<file path="src/ufte_pkg.sv">
`default_nettype none
package ufte_pkg;
  // APB address width and register byte offsets
  localparam int AW = 8;
  localparam logic [AW-1:0] OFS_MODE = 8'h00;
  localparam logic [AW-1:0] OFS_CTRL = 8'h04;
  localparam logic [AW-1:0] OFS_BAUD = 8'h08;
  localparam logic [AW-1:0] OFS_TXB  = 8'h0c;
  localparam logic [AW-1:0] OFS_RXB  = 8'h10;
  localparam logic [AW-1:0] OFS_TXS  = 8'h14;
  localparam logic [AW-1:0] OFS_ERR  = 8'h18;

  // Mode register fields
  localparam int MODE_PWR  = 7;
  localparam int MODE_TXE  = 6;
  localparam int MODE_RXE  = 5;
  localparam int MODE_PS   = 3;
  localparam int MODE_CL   = 2;
  localparam int MODE_SL   = 1;

  // Control, status and error fields
  localparam int CTRL_DIR  = 1;
  localparam int CTRL_INV  = 0;
  localparam int TXS_FULL  = 1;
  localparam int TXS_BUSY  = 0;
  localparam int ERR_PE    = 2;
  localparam int ERR_FE    = 1;
  localparam int ERR_OVE   = 0;

  // Reset values
  localparam logic [7:0] MODE_RST  = 8'h01;
  localparam logic [7:0] CTRL_RST  = 8'h00;
  localparam logic [7:0] BAUD_RST  = 8'hff;
  localparam logic [7:0] RXBUF_RST = 8'hff;

  // Parity selections
  localparam logic [1:0] PAR_NONE = 2'h0;
  localparam logic [1:0] PAR_ZERO = 2'h1;
  localparam logic [1:0] PAR_ODD  = 2'h2;
  localparam logic [1:0] PAR_EVEN = 2'h3;

  // Character bit counts, minus one
  localparam logic [2:0] LAST8 = 3'h7;
  localparam logic [2:0] LAST7 = 3'h6;

  typedef enum logic [2:0] {TX_IDLE, TX_START, TX_DATA, TX_PAR, TX_STOP} ufte_tx_st_t;
  typedef enum logic [2:0] {RX_IDLE, RX_START, RX_DATA, RX_PAR, RX_STOP} ufte_rx_st_t;
endpackage
`default_nettype wire

</file>
<file path="src/ufte_top.sv">
// The register addresses and the APB slave port were decided locally.
`default_nettype none
// Operation
// - Start, 7/8 data, parity option, 1/2 stops
// - Bit order chosen by control bit 1
// - Output polarity chosen by control bit 0
// - Even parity generated and checked
// - Odd parity generated and checked
// - Zero parity sends 0, never errors
// - No parity bit, never errors
// - Buffer moves to shifter, framing added
// - Transmit done right after last stop
// - Idle level held until next write
// - Buffer writable once shifting starts
// - Buffer full flag at status bit 1
// - Shift busy flag at status bit 0
// - Flags pass 10, 01, 00
// - Receive runs with power and enable
// - Falling edge, half count, low confirms start
// - Stop copies data, skipped on overrun
// - Parity error does not abort frame
// - Receiver checks exactly one stop bit
// - Reading error register clears it
// - Overrun on unread buffer, framing on stop
// - Power off clears unit, enables reset halves
module ufte_top (
  input  wire logic                    clk,
  input  wire logic                    rst,
  input  wire logic                    psel,
  input  wire logic                    penable,
  input  wire logic                    pwrite,
  input  wire logic [ufte_pkg::AW-1:0] paddr,
  input  wire logic [31:0]             pwdata,
  output var  logic [31:0]             prdata,
  output var  logic                    pready,
  output var  logic                    pslverr,
  input  wire logic                    serial_in_pin,
  output var  logic                    serial_out_pin,
  output var  logic                    tx_done_irq,
  output var  logic                    rx_done_irq,
  output var  logic                    rx_error_irq
);
  import ufte_pkg::*;

  // Keep only the character bits
  function automatic logic [7:0] chr(input logic [7:0] d, input logic l8);
    chr = l8 ? d : {1'b0, d[6:0]};
  endfunction

  // Reverse the character bits in place
  function automatic logic [7:0] rev(input logic [7:0] d, input logic l8);
    logic [7:0] r;
    r = 8'h00;
    for (int i = 0; i < 8; i++) r[7-i] = d[i];
    rev = l8 ? r : {1'b0, r[7:1]};
  endfunction

  // Register state
  logic [7:0]  mode_q;
  logic [7:0]  ctrl_q;
  logic [7:0]  div_q;
  logic [7:0]  txb_q;
  logic [7:0]  rxb_q;
  logic [2:0]  err_q;
  logic        txf_q;
  logic        unread_q;
  logic        pready_q;

  logic        pwr;
  logic        tx_on;
  logic        rx_on;
  logic [1:0]  par;
  logic        len8;
  logic        lsb;
  logic        inv;
  logic [2:0]  last_bit;
  logic [8:0]  bit_top;
  logic [8:0]  half_top;

  assign pwr      = mode_q[MODE_PWR];
  assign tx_on    = pwr & mode_q[MODE_TXE];
  assign rx_on    = pwr & mode_q[MODE_RXE];
  assign par      = mode_q[MODE_PS +: 2];
  assign len8     = mode_q[MODE_CL];
  assign lsb      = ctrl_q[CTRL_DIR];
  assign inv      = ctrl_q[CTRL_INV];
  assign last_bit = len8 ? LAST8 : LAST7;
  // One bit lasts twice the divisor; start is checked at half
  assign bit_top  = {div_q, 1'b0} - 9'h001;
  assign half_top = {1'b0, div_q} - 9'h001;

  // APB strobes; the answer is registered, so one wait state
  logic        setup_rd;
  logic        acc;
  logic        wr;
  logic        rd;
  logic [31:0] rd_val;
  logic        hit;

  assign setup_rd = psel & penable & ~pready_q;
  assign acc      = psel & penable & pready_q;
  assign wr       = acc & pwrite;
  assign rd       = acc & ~pwrite;

  // Transmit engine state
  ufte_tx_st_t tx_st_q;
  logic [8:0]  txc_q;
  logic [7:0]  txs_q;
  logic [7:0]  txd_q;
  logic [2:0]  txn_q;
  logic        txp_q;
  logic        txs2_q;
  logic        tx_end;
  logic        tx_fin;
  logic        tx_load;
  logic        tx_wr;
  logic        tx_busy;

  // Receive engine state
  ufte_rx_st_t rx_st_q;
  logic [8:0]  rxc_q;
  logic [7:0]  rxs_q;
  logic [2:0]  rxn_q;
  logic        rxx_q;
  logic        rxpe_q;
  logic        rxprev_q;
  logic        rx_fin;
  logic        rx_end;
  logic [7:0]  rx_data;
  logic [2:0]  rx_errs;
  logic        rd_err;
  logic        rd_rxb;

  // Read mux and unmapped-address decode
  always_comb begin
    rd_val = 32'h0000_0000;
    hit    = 1'b1;
    if (paddr == OFS_MODE) begin
      rd_val[7:0] = mode_q;
    end else if (paddr == OFS_CTRL) begin
      rd_val[7:0] = ctrl_q;
    end else if (paddr == OFS_BAUD) begin
      rd_val[7:0] = div_q;
    end else if (paddr == OFS_TXB) begin
      rd_val[7:0] = txb_q;
    end else if (paddr == OFS_RXB) begin
      rd_val[7:0] = rxb_q;
    end else if (paddr == OFS_TXS) begin
      rd_val[TXS_FULL] = txf_q;
      rd_val[TXS_BUSY] = tx_busy;
    end else if (paddr == OFS_ERR) begin
      rd_val[2:0] = err_q;
    end else begin
      hit = 1'b0;
    end
  end

  // Bus answer flops
  always_ff @(posedge clk) begin
    if (rst) begin
      pready_q <= 1'b0;
      prdata   <= 32'h0000_0000;
      pslverr  <= 1'b0;
    end else begin
      pready_q <= setup_rd | (psel & penable & pwrite & ~pready_q);
      prdata   <= setup_rd ? rd_val : 32'h0000_0000;
      pslverr  <= psel & penable & ~pready_q & ~hit;
    end
  end
  assign pready = pready_q;

  // Software-written configuration
  always_ff @(posedge clk) begin
    if (rst) begin
      mode_q <= MODE_RST;
      ctrl_q <= CTRL_RST;
      div_q  <= BAUD_RST;
    end else if (wr) begin
      if (paddr == OFS_MODE) mode_q <= pwdata[7:0];
      if (paddr == OFS_CTRL) ctrl_q <= pwdata[7:0];
      if (paddr == OFS_BAUD) div_q  <= pwdata[7:0];
    end
  end

  // Transmit buffer and its full flag
  assign tx_wr   = wr & (paddr == OFS_TXB) & tx_on;
  assign tx_busy = tx_st_q != TX_IDLE;
  assign tx_end  = txc_q == bit_top;
  assign tx_fin  = (tx_st_q == TX_STOP) & tx_end & (~mode_q[MODE_SL] | txs2_q);
  // Reload at idle or straight out of the last stop bit
  assign tx_load = txf_q & ((tx_st_q == TX_IDLE) | tx_fin);

  always_ff @(posedge clk) begin
    if (rst | ~tx_on) begin
      txf_q <= 1'b0;
      txb_q <= 8'h00;
    end else begin
      if (tx_wr) txb_q <= pwdata[7:0];
      if (tx_wr) txf_q <= 1'b1;
      else if (tx_load) txf_q <= 1'b0;
    end
  end

  // Transmit frame sequencer
  always_ff @(posedge clk) begin
    if (rst | ~tx_on) begin
      tx_st_q <= TX_IDLE;
      txc_q   <= 9'h000;
      txs_q   <= 8'h00;
      txd_q   <= 8'h00;
      txn_q   <= 3'h0;
      txp_q   <= 1'b0;
      txs2_q  <= 1'b0;
    end else begin
      txc_q <= (tx_st_q == TX_IDLE || tx_end) ? 9'h000 : txc_q + 9'h001;
      if (tx_load) begin
        txs_q <= lsb ? chr(txb_q, len8) : rev(txb_q, len8);
        txd_q <= chr(txb_q, len8);
        if (par == PAR_EVEN) txp_q <= ^chr(txb_q, len8);
        else if (par == PAR_ODD) txp_q <= ~^chr(txb_q, len8);
        else txp_q <= 1'b0;
      end
      case (tx_st_q)
        TX_IDLE: begin
          if (tx_load) tx_st_q <= TX_START;
        end
        TX_START: begin
          if (tx_end) begin
            tx_st_q <= TX_DATA;
            txn_q   <= 3'h0;
          end
        end
        TX_DATA: begin
          if (tx_end) begin
            txs_q <= {1'b0, txs_q[7:1]};
            txn_q <= txn_q + 3'h1;
            if (txn_q == last_bit) begin
              tx_st_q <= (par == PAR_NONE) ? TX_STOP : TX_PAR;
              txs2_q  <= 1'b0;
            end
          end
        end
        TX_PAR: begin
          if (tx_end) begin
            tx_st_q <= TX_STOP;
            txs2_q  <= 1'b0;
          end
        end
        TX_STOP: begin
          if (tx_fin) begin
            tx_st_q <= tx_load ? TX_START : TX_IDLE;
          end else if (tx_end) begin
            txs2_q <= 1'b1;
          end
        end
        default: tx_st_q <= TX_IDLE;
      endcase
    end
  end

  // Line driver; power off forces the pin high
  always_ff @(posedge clk) begin
    if (rst | ~pwr) begin
      serial_out_pin <= 1'b1;
    end else begin
      case (tx_st_q)
        TX_START: serial_out_pin <= inv;
        TX_DATA:  serial_out_pin <= txs_q[0] ^ inv;
        TX_PAR:   serial_out_pin <= txp_q ^ inv;
        default:  serial_out_pin <= ~inv;
      endcase
    end
  end

  // Done pulse after the final stop bit
  always_ff @(posedge clk) begin
    if (rst | ~tx_on) tx_done_irq <= 1'b0;
    else tx_done_irq <= tx_fin;
  end

  // Receive frame sequencer
  assign rx_end  = rxc_q == bit_top;
  assign rx_fin  = (rx_st_q == RX_STOP) & rx_end;
  assign rx_data = chr(lsb ? rev(rxs_q, len8) : rxs_q, len8);
  assign rx_errs = {rxpe_q, ~serial_in_pin, unread_q};

  always_ff @(posedge clk) begin
    if (rst | ~rx_on) begin
      rx_st_q  <= RX_IDLE;
      rxc_q    <= 9'h000;
      rxs_q    <= 8'h00;
      rxn_q    <= 3'h0;
      rxx_q    <= 1'b0;
      rxpe_q   <= 1'b0;
      rxprev_q <= 1'b1;
    end else begin
      rxprev_q <= serial_in_pin;
      rxc_q    <= (rx_st_q == RX_IDLE || rx_end) ? 9'h000 : rxc_q + 9'h001;
      case (rx_st_q)
        RX_IDLE: begin
          if (rxprev_q & ~serial_in_pin) rx_st_q <= RX_START;
          rxpe_q <= 1'b0;
          rxx_q  <= 1'b0;
        end
        RX_START: begin
          if (rxc_q == half_top) begin
            rx_st_q <= serial_in_pin ? RX_IDLE : RX_DATA;
            rxc_q   <= 9'h000;
            rxn_q   <= 3'h0;
          end
        end
        RX_DATA: begin
          if (rx_end) begin
            rxs_q <= {rxs_q[6:0], serial_in_pin};
            rxx_q <= rxx_q ^ serial_in_pin;
            rxn_q <= rxn_q + 3'h1;
            if (rxn_q == last_bit) begin
              rx_st_q <= (par == PAR_NONE) ? RX_STOP : RX_PAR;
            end
          end
        end
        RX_PAR: begin
          if (rx_end) begin
            rx_st_q <= RX_STOP;
            if (par == PAR_EVEN) rxpe_q <= rxx_q ^ serial_in_pin;
            else if (par == PAR_ODD) rxpe_q <= ~(rxx_q ^ serial_in_pin);
            else rxpe_q <= 1'b0;
          end
        end
        RX_STOP: begin
          if (rx_end) rx_st_q <= RX_IDLE;
        end
        default: rx_st_q <= RX_IDLE;
      endcase
    end
  end

  // Receive buffer, error flags and event pulses
  assign rd_err = rd & (paddr == OFS_ERR);
  // Buffer read frees it only once errors were read out
  assign rd_rxb = rd & (paddr == OFS_RXB) & (err_q == 3'h0);

  always_ff @(posedge clk) begin
    if (rst | ~pwr) begin
      rxb_q        <= RXBUF_RST;
      err_q        <= 3'h0;
      unread_q     <= 1'b0;
      rx_done_irq  <= 1'b0;
      rx_error_irq <= 1'b0;
    end else begin
      // New errors win over a read clear in the same cycle
      err_q <= (rd_err ? 3'h0 : err_q) | (rx_fin ? rx_errs : 3'h0);
      if (rx_fin & ~unread_q) rxb_q <= rx_data;
      unread_q     <= (unread_q & ~rd_rxb) | rx_fin;
      rx_done_irq  <= rx_fin;
      rx_error_irq <= rx_fin & (|rx_errs);
    end
  end
endmodule
`default_nettype wire

</file>
<file path="config.mk">
export PLATFORM = sky130hd
export DESIGN_NAME = ufte_top
export DESIGN_NICKNAME = d
export VERILOG_FILES = /design/src/ufte_pkg.sv /design/src/ufte_top.sv
export SDC_FILE = /design/constraint.sdc
export NUM_CORES = 1
export LEC_CHECK = 0
export ABC_AREA = 1
export BUFFER_PORTS_ARGS = -buffer_cell sky130_fd_sc_hd__buf_4
export CELL_PAD_IN_SITES_DETAIL_PLACEMENT = 0
export CELL_PAD_IN_SITES_GLOBAL_PLACEMENT = 1
export CORE_MARGIN = 1
export CORE_UTILIZATION = 30
export CTS_CLUSTER_DIAMETER = 40
export DETAILED_ROUTE_END_ITERATION = 7
export PLACE_DENSITY_LB_ADDON = 0.1
export SYNTH_ARGS = -nofsm -noshare
export SYNTH_HDL_FRONTEND = slang
export SYNTH_SLANG_ARGS = --single-unit
export TNS_END_PERCENT = 20
</file>
<file path="constraint.sdc">
create_clock -name clk -period 2.4 [get_ports clk]
set_input_delay 0.6 -clock clk [delete_from_list [all_inputs] [get_ports clk]]
set_output_delay 0.6 -clock clk [all_outputs]
set_load 0.01 [all_outputs]
</file>
==> run_summary.xml <==
<?xml version="1.0" encoding="UTF-8"?>
<metrics>
  <group name="outcome">
    <metric name="run_status" unit="">completed</metric>
  </group>
  <group name="setup_path">
    <metric name="r2r-end" unit="">txs_q[0]</metric>
    <metric name="crit_fanout" unit="">10</metric>
    <metric name="reg2regPathDepth" unit="">13</metric>
    <metric name="cp_slowest_stage_delay" unit="ns">0.38</metric>
    <metric name="rr_startpoint" unit="">div_q[1]</metric>
    <metric name="path_class" unit="">reg -&gt; reg</metric>
    <metric name="worst_path_cell_trace" unit="">inv_1 &gt; ha_4 &gt; xor2_1 &gt; nand2_1 &gt; nor2_4 &gt; nand3_2 &gt; nor2_4 &gt; nand2_4 &gt; nor2_8 &gt; inv_2 &gt; or2_2 &gt; nand3_1 &gt; inv_1</metric>
    <metric name="reg2reg_setup_slack" unit="ns">0.20</metric>
    <metric name="critPathCaptureType" unit="">register</metric>
    <metric name="critical-path-slowest-cell" unit="">sky130_fd_sc_hd__dfxtp_1</metric>
    <metric name="timing.critical_path.required" unit="ns">2.66</metric>
    <metric name="timing.critical_path.arrival" unit="ns">2.46</metric>
    <metric name="worstSetupStartpointType" unit="">register</metric>
  </group>
  <group name="synth">
    <metric name="number_of_flops_mapped_to_enable_cells_by_yosys" unit="">0</metric>
    <metric name="postSynthCellCount" unit="">858</metric>
    <metric name="synth.lib_cells_used.distinct" unit="">48</metric>
    <metric name="syn_avg_cell_area" unit="um^2">7.04</metric>
    <metric name="number_of_storage_elements_in_the_synthesis_netlist" unit="">110</metric>
    <metric name="syn-cell-area" unit="um^2">6040</metric>
    <metric name="proportion_of_register_bits_with_asynchronous_set_or_reset_after_synthesis" unit="">0</metric>
    <metric name="ys_seq_area_frac" unit="">0.364</metric>
    <metric name="postSynth.topFlopCell" unit="">sky130_fd_sc_hd__dfxtp_1</metric>
    <metric name="yosysWarningCount" unit="">0</metric>
  </group>
  <group name="global_routing">
    <metric name="grt_pass1_vias" unit="">5237</metric>
    <metric name="grt.overflow.total" unit="">0</metric>
    <metric name="grt_pass1_wl" unit="um">28100</metric>
    <metric name="grtUsageTotal" unit="">0.179</metric>
    <metric name="largest_net_degree_at_the_start_of_global_routing" unit="">21</metric>
    <metric name="grt_antenna_before_repair" unit="">0</metric>
  </group>
  <group name="detailed_routing">
    <metric name="wl" unit="um">17500</metric>
    <metric name="dr_total_vias" unit="">5583</metric>
    <metric name="dr.first_iter.drc_count" unit="">357</metric>
    <metric name="final_antenna_net_count" unit="">0</metric>
    <metric name="drt_pre_antenna_iters" unit="">5</metric>
    <metric name="drt_drc_violations_left" unit="">0</metric>
    <metric name="wire_per_inst" unit="um">14.7</metric>
    <metric name="routed_via_density" unit="">4.72</metric>
  </group>
  <group name="sta">
    <metric name="clock_skew" unit="ns">0.00409</metric>
    <metric name="crit_path_time_final" unit="ns">2.20</metric>
    <metric name="layout_worst_path_cycle_share" unit="">0.918</metric>
    <metric name="fmaxAchievable" unit="MHz">454</metric>
    <metric name="timing.final.ws_setup" unit="ns">0.196</metric>
    <metric name="finalSetupViolCount" unit="">0</metric>
    <metric name="timing.setup.tns" unit="ns">0</metric>
    <metric name="worst-slew-pin-transition" unit="ns">0.527</metric>
    <metric name="final_hold_viol_count" unit="">0</metric>
    <metric name="max-slew-margin-rel" unit="">0.648</metric>
    <metric name="timing.final.max_slew_violations" unit="">0</metric>
    <metric name="rsz0062_at_grt" unit="">false</metric>
  </group>
  <group name="die">
    <metric name="die_width" unit="um">144</metric>
    <metric name="initial_core_util" unit="">0.308</metric>
    <metric name="die_y" unit="um">144</metric>
    <metric name="num_rows" unit="">51</metric>
    <metric name="floorplan.die_area" unit="um^2">20700</metric>
    <metric name="pin_count" unit="">84</metric>
    <metric name="fp.coreArea" unit="um^2">19600</metric>
  </group>
  <group name="worst_hold_path">
    <metric name="depth_of_the_worst_hold_timing_path" unit="">2</metric>
    <metric name="hp-start" unit="">rxb_q[3]</metric>
    <metric name="min_delay_worst_endpoint" unit="">rxb_q[3]</metric>
    <metric name="hold_path.class" unit="">reg -&gt; reg</metric>
  </group>
  <group name="place">
    <metric name="hpwlAfterDp" unit="um">13900</metric>
    <metric name="finalWeightedCongestion" unit="">0.922</metric>
    <metric name="post_dp_cell_area" unit="um^2">6680</metric>
    <metric name="portBuffers" unit="">35</metric>
    <metric name="place_ws" unit="ns">0.0285</metric>
  </group>
  <group name="layout">
    <metric name="regArea" unit="um^2">2200</metric>
    <metric name="final_layout_size_suffix_gt1_frac" unit="">0.150</metric>
    <metric name="insertedDiodeCount" unit="">0</metric>
    <metric name="multiInputGateArea" unit="um^2">3220</metric>
    <metric name="syn_to_final_growth" unit="%">16.4</metric>
    <metric name="fillerInstances" unit="">2100</metric>
    <metric name="fin_nets" unit="">965</metric>
    <metric name="finish.instance_area" unit="um^2">7030</metric>
  </group>
  <group name="clock_network">
    <metric name="cts.clk_slew.worst_paths" unit="ns">0.08</metric>
    <metric name="clkLatencyLatePin" unit="ns">0.35</metric>
    <metric name="cts_made_buffers" unit="">9</metric>
    <metric name="tritoncts" unit="">built</metric>
    <metric name="ctsLongestPathBuffers" unit="">2</metric>
    <metric name="cts_htree_levels" unit="">3</metric>
    <metric name="root_buffer" unit="">sky130_fd_sc_hd__clkbuf_16</metric>
    <metric name="hold_buffers" unit="">0</metric>
    <metric name="tritoncts_num_sinks" unit="">110</metric>
  </group>
  <group name="power">
    <metric name="power.share.switching" unit="">0.225</metric>
    <metric name="worst_ir_drop_vdd" unit="uV">365</metric>
    <metric name="power.density_cell_area" unit="nW/um^2">516</metric>
    <metric name="p_switching" unit="uW">815</metric>
    <metric name="power.leakage" unit="nW">2.85</metric>
    <metric name="power_frac_clock" unit="">0.468</metric>
    <metric name="seq_power_share" unit="">0.503</metric>
    <metric name="comb_power_share" unit="">0.029</metric>
    <metric name="cellInternalPower" unit="mW">2.81</metric>
  </group>
  <group name="run">
    <metric name="timing.max_cap.violations" unit="">0</metric>
  </group>
</metrics>
[how the worst max path moves through the flow]
stage          startpoint       end  slack, ns  cells past startpoint
2_1_floorplan    div_q[0]  txs_q[4]       0.22                     14
3_3_place_gp     paddr[1]  div_q[0]       0.07                     12
3_5_place_dp     paddr[1]  div_q[0]       0.03                     12
4_1_cts          div_q[1]  rxc_q[6]       0.08                     11
5_1_grt          div_q[1]  txs_q[1]       0.02                     14
6_report         div_q[1]  txs_q[0]       0.20                     13
[layer usage]
layer / vias up / part of all wire / global-route usage / wire length, um
li1: 2897 / - / - / -
met1: 2552 / 0.51 / 0.252 / 8860
met2: 118 / 0.44 / 0.280 / 7720
met3: 16 / 0.032 / 0.0207 / 551
met4: 0 / 0.019 / 0.0644 / 329
met5: - / 0 / 0 / 0
[flip-flops by register name (all words and copies together), names as in the netlist, 3 cells and up]
register / flops
txc_q: 9
prdata: 8
rxn_q: 3
err_q: 3
txs_q: 8
rx_st_q: 3
txb_q: 8
rxs_q: 8
rxc_q: 9
txn_q: 3
ctrl_q: 8
div_q: 8
mode_q: 8
tx_st_q: 3
rxb_q: 8
[power groups by stage]
| stage | registers [mW] | logic, mW | clock network (mW) |
|---|---|---|---|
| final | 1.83 | 0.106 | 1.70 |
| after global routing | 1.83 | 0.117 | 1.82 |
| after CTS | 1.83 | 0.106 | 1.74 |
| after detailed placement | 1.87 | 0.106 | 0 |
| after global placement | 1.87 | 0.105 | 0 |
| after floorplan | 1.87 | 0.0771 | 0 |
[cell usage after synthesis, types with 2 or more instances]
master                       n  area, um^2
sky130_fd_sc_hd__ha_1        5        62.6
sky130_fd_sc_hd__dfxtp_1   110        2200
sky130_fd_sc_hd__nand3_1    69         345
sky130_fd_sc_hd__nand2_1   156         586
sky130_fd_sc_hd__nor2_4      6        67.6
sky130_fd_sc_hd__xor2_1     16         140
sky130_fd_sc_hd__a31oi_1     5        31.3
sky130_fd_sc_hd__a211oi_1    9        67.6
sky130_fd_sc_hd__a21oi_2     2        17.5
sky130_fd_sc_hd__nor4_1      2        12.5
sky130_fd_sc_hd__nand2_2    16         100
sky130_fd_sc_hd__nand3_2     3        30.0
sky130_fd_sc_hd__clkbuf_1   14        52.6
sky130_fd_sc_hd__nand4_1    11        68.8
sky130_fd_sc_hd__nor3_1     14        70.1
sky130_fd_sc_hd__a221oi_1   14         123
sky130_fd_sc_hd__o21ai_0    58         290
sky130_fd_sc_hd__xnor2_1     8        70.1
sky130_fd_sc_hd__inv_1     106         398
sky130_fd_sc_hd__nand2_4     6        67.6
sky130_fd_sc_hd__or2_0       3        18.8
sky130_fd_sc_hd__o22ai_1     2        12.5
sky130_fd_sc_hd__buf_6       2        22.5
sky130_fd_sc_hd__buf_4      25         188
sky130_fd_sc_hd__o211ai_1   18         135
sky130_fd_sc_hd__a21oi_1    59         295
sky130_fd_sc_hd__o31ai_1     2        15.0
sky130_fd_sc_hd__inv_2       8        30.0
sky130_fd_sc_hd__clkinv_1    4        15.0
sky130_fd_sc_hd__or2_2       5        31.3
sky130_fd_sc_hd__buf_2       3        15.0
sky130_fd_sc_hd__nor2_1     81         304
[cell families after synthesis]
group	count (synthesis)	share of synthesized area
compound gates	176	0.174
other cells	1	0.000621
xor+xnor	24	0.0348
fa+ha+maj	5	0.0104
buf+inv	163	0.120
simple gates	379	0.296
flops	110	0.364
[layout make-up]
cell class	instances	area share
multi-input combinational	608	0.458
sequential	110	0.313
timing repair buffer	66	0.0704
inverter	119	0.0639
tap	265	0.0471
clock buffer	10	0.0340
clock inverter	6	0.0135
[cells in the final DEF (no fill, tap or decap), types with 5 or more instances in the layout]
| cell type | instances |
|---|---|
| sky130_fd_sc_hd__a211oi_1 | 9 |
| sky130_fd_sc_hd__a21oi_1 | 59 |
| sky130_fd_sc_hd__a221oi_1 | 14 |
| sky130_fd_sc_hd__a31oi_1 | 5 |
| sky130_fd_sc_hd__buf_4 | 66 |
| sky130_fd_sc_hd__clkbuf_16 | 9 |
| sky130_fd_sc_hd__conb_1 | 24 |
| sky130_fd_sc_hd__dfxtp_1 | 110 |
| sky130_fd_sc_hd__inv_1 | 106 |
| sky130_fd_sc_hd__inv_2 | 8 |
| sky130_fd_sc_hd__nand2_1 | 156 |
| sky130_fd_sc_hd__nand2_2 | 15 |
| sky130_fd_sc_hd__nand2_4 | 7 |
| sky130_fd_sc_hd__nand3_1 | 69 |
| sky130_fd_sc_hd__nand4_1 | 11 |
| sky130_fd_sc_hd__nor2_1 | 81 |
| sky130_fd_sc_hd__nor2_4 | 6 |
| sky130_fd_sc_hd__nor3_1 | 13 |
| sky130_fd_sc_hd__o211ai_1 | 18 |
| sky130_fd_sc_hd__o21ai_0 | 58 |
| sky130_fd_sc_hd__or2_2 | 5 |
| sky130_fd_sc_hd__xnor2_1 | 8 |
| sky130_fd_sc_hd__xor2_1 | 16 |
[through the flow]
| step | hold slack [ns] | cells | power, mW | utilization |
|---|---|---|---|---|
| after floorplan | 0.429 | 881 | 1.95 | - |
| after global placement | 0.448 | 1168 | 1.97 | 0.341 |
| after detailed placement | 0.454 | 1168 | 1.97 | 0.341 |
| after CTS | 0.469 | 1184 | 3.67 | 0.358 |
| after global routing | 0.487 | 1184 | 3.76 | 0.359 |
| final | 0.466 | 1184 | 3.63 | 0.359 |
[what timing repair did]
| action | 4_1_cts | 5_1_grt |
|---|---|---|
| gates resized for setup | 0 | 4 |
| buffers inserted | 0 | 0 |
| setup endpoints to repair | 0 | 28 |
[critical path: cells and delay by family (launching register included)]
kind | cells | cell delay (ns)
flops | 1 | 0.38
buf+inv | 3 | 0.22
xor+xnor | 1 | 0.14
simple gates | 8 | 1.06
fa+ha+maj | 1 | 0.32
Power figures use the tool's default switching activity.
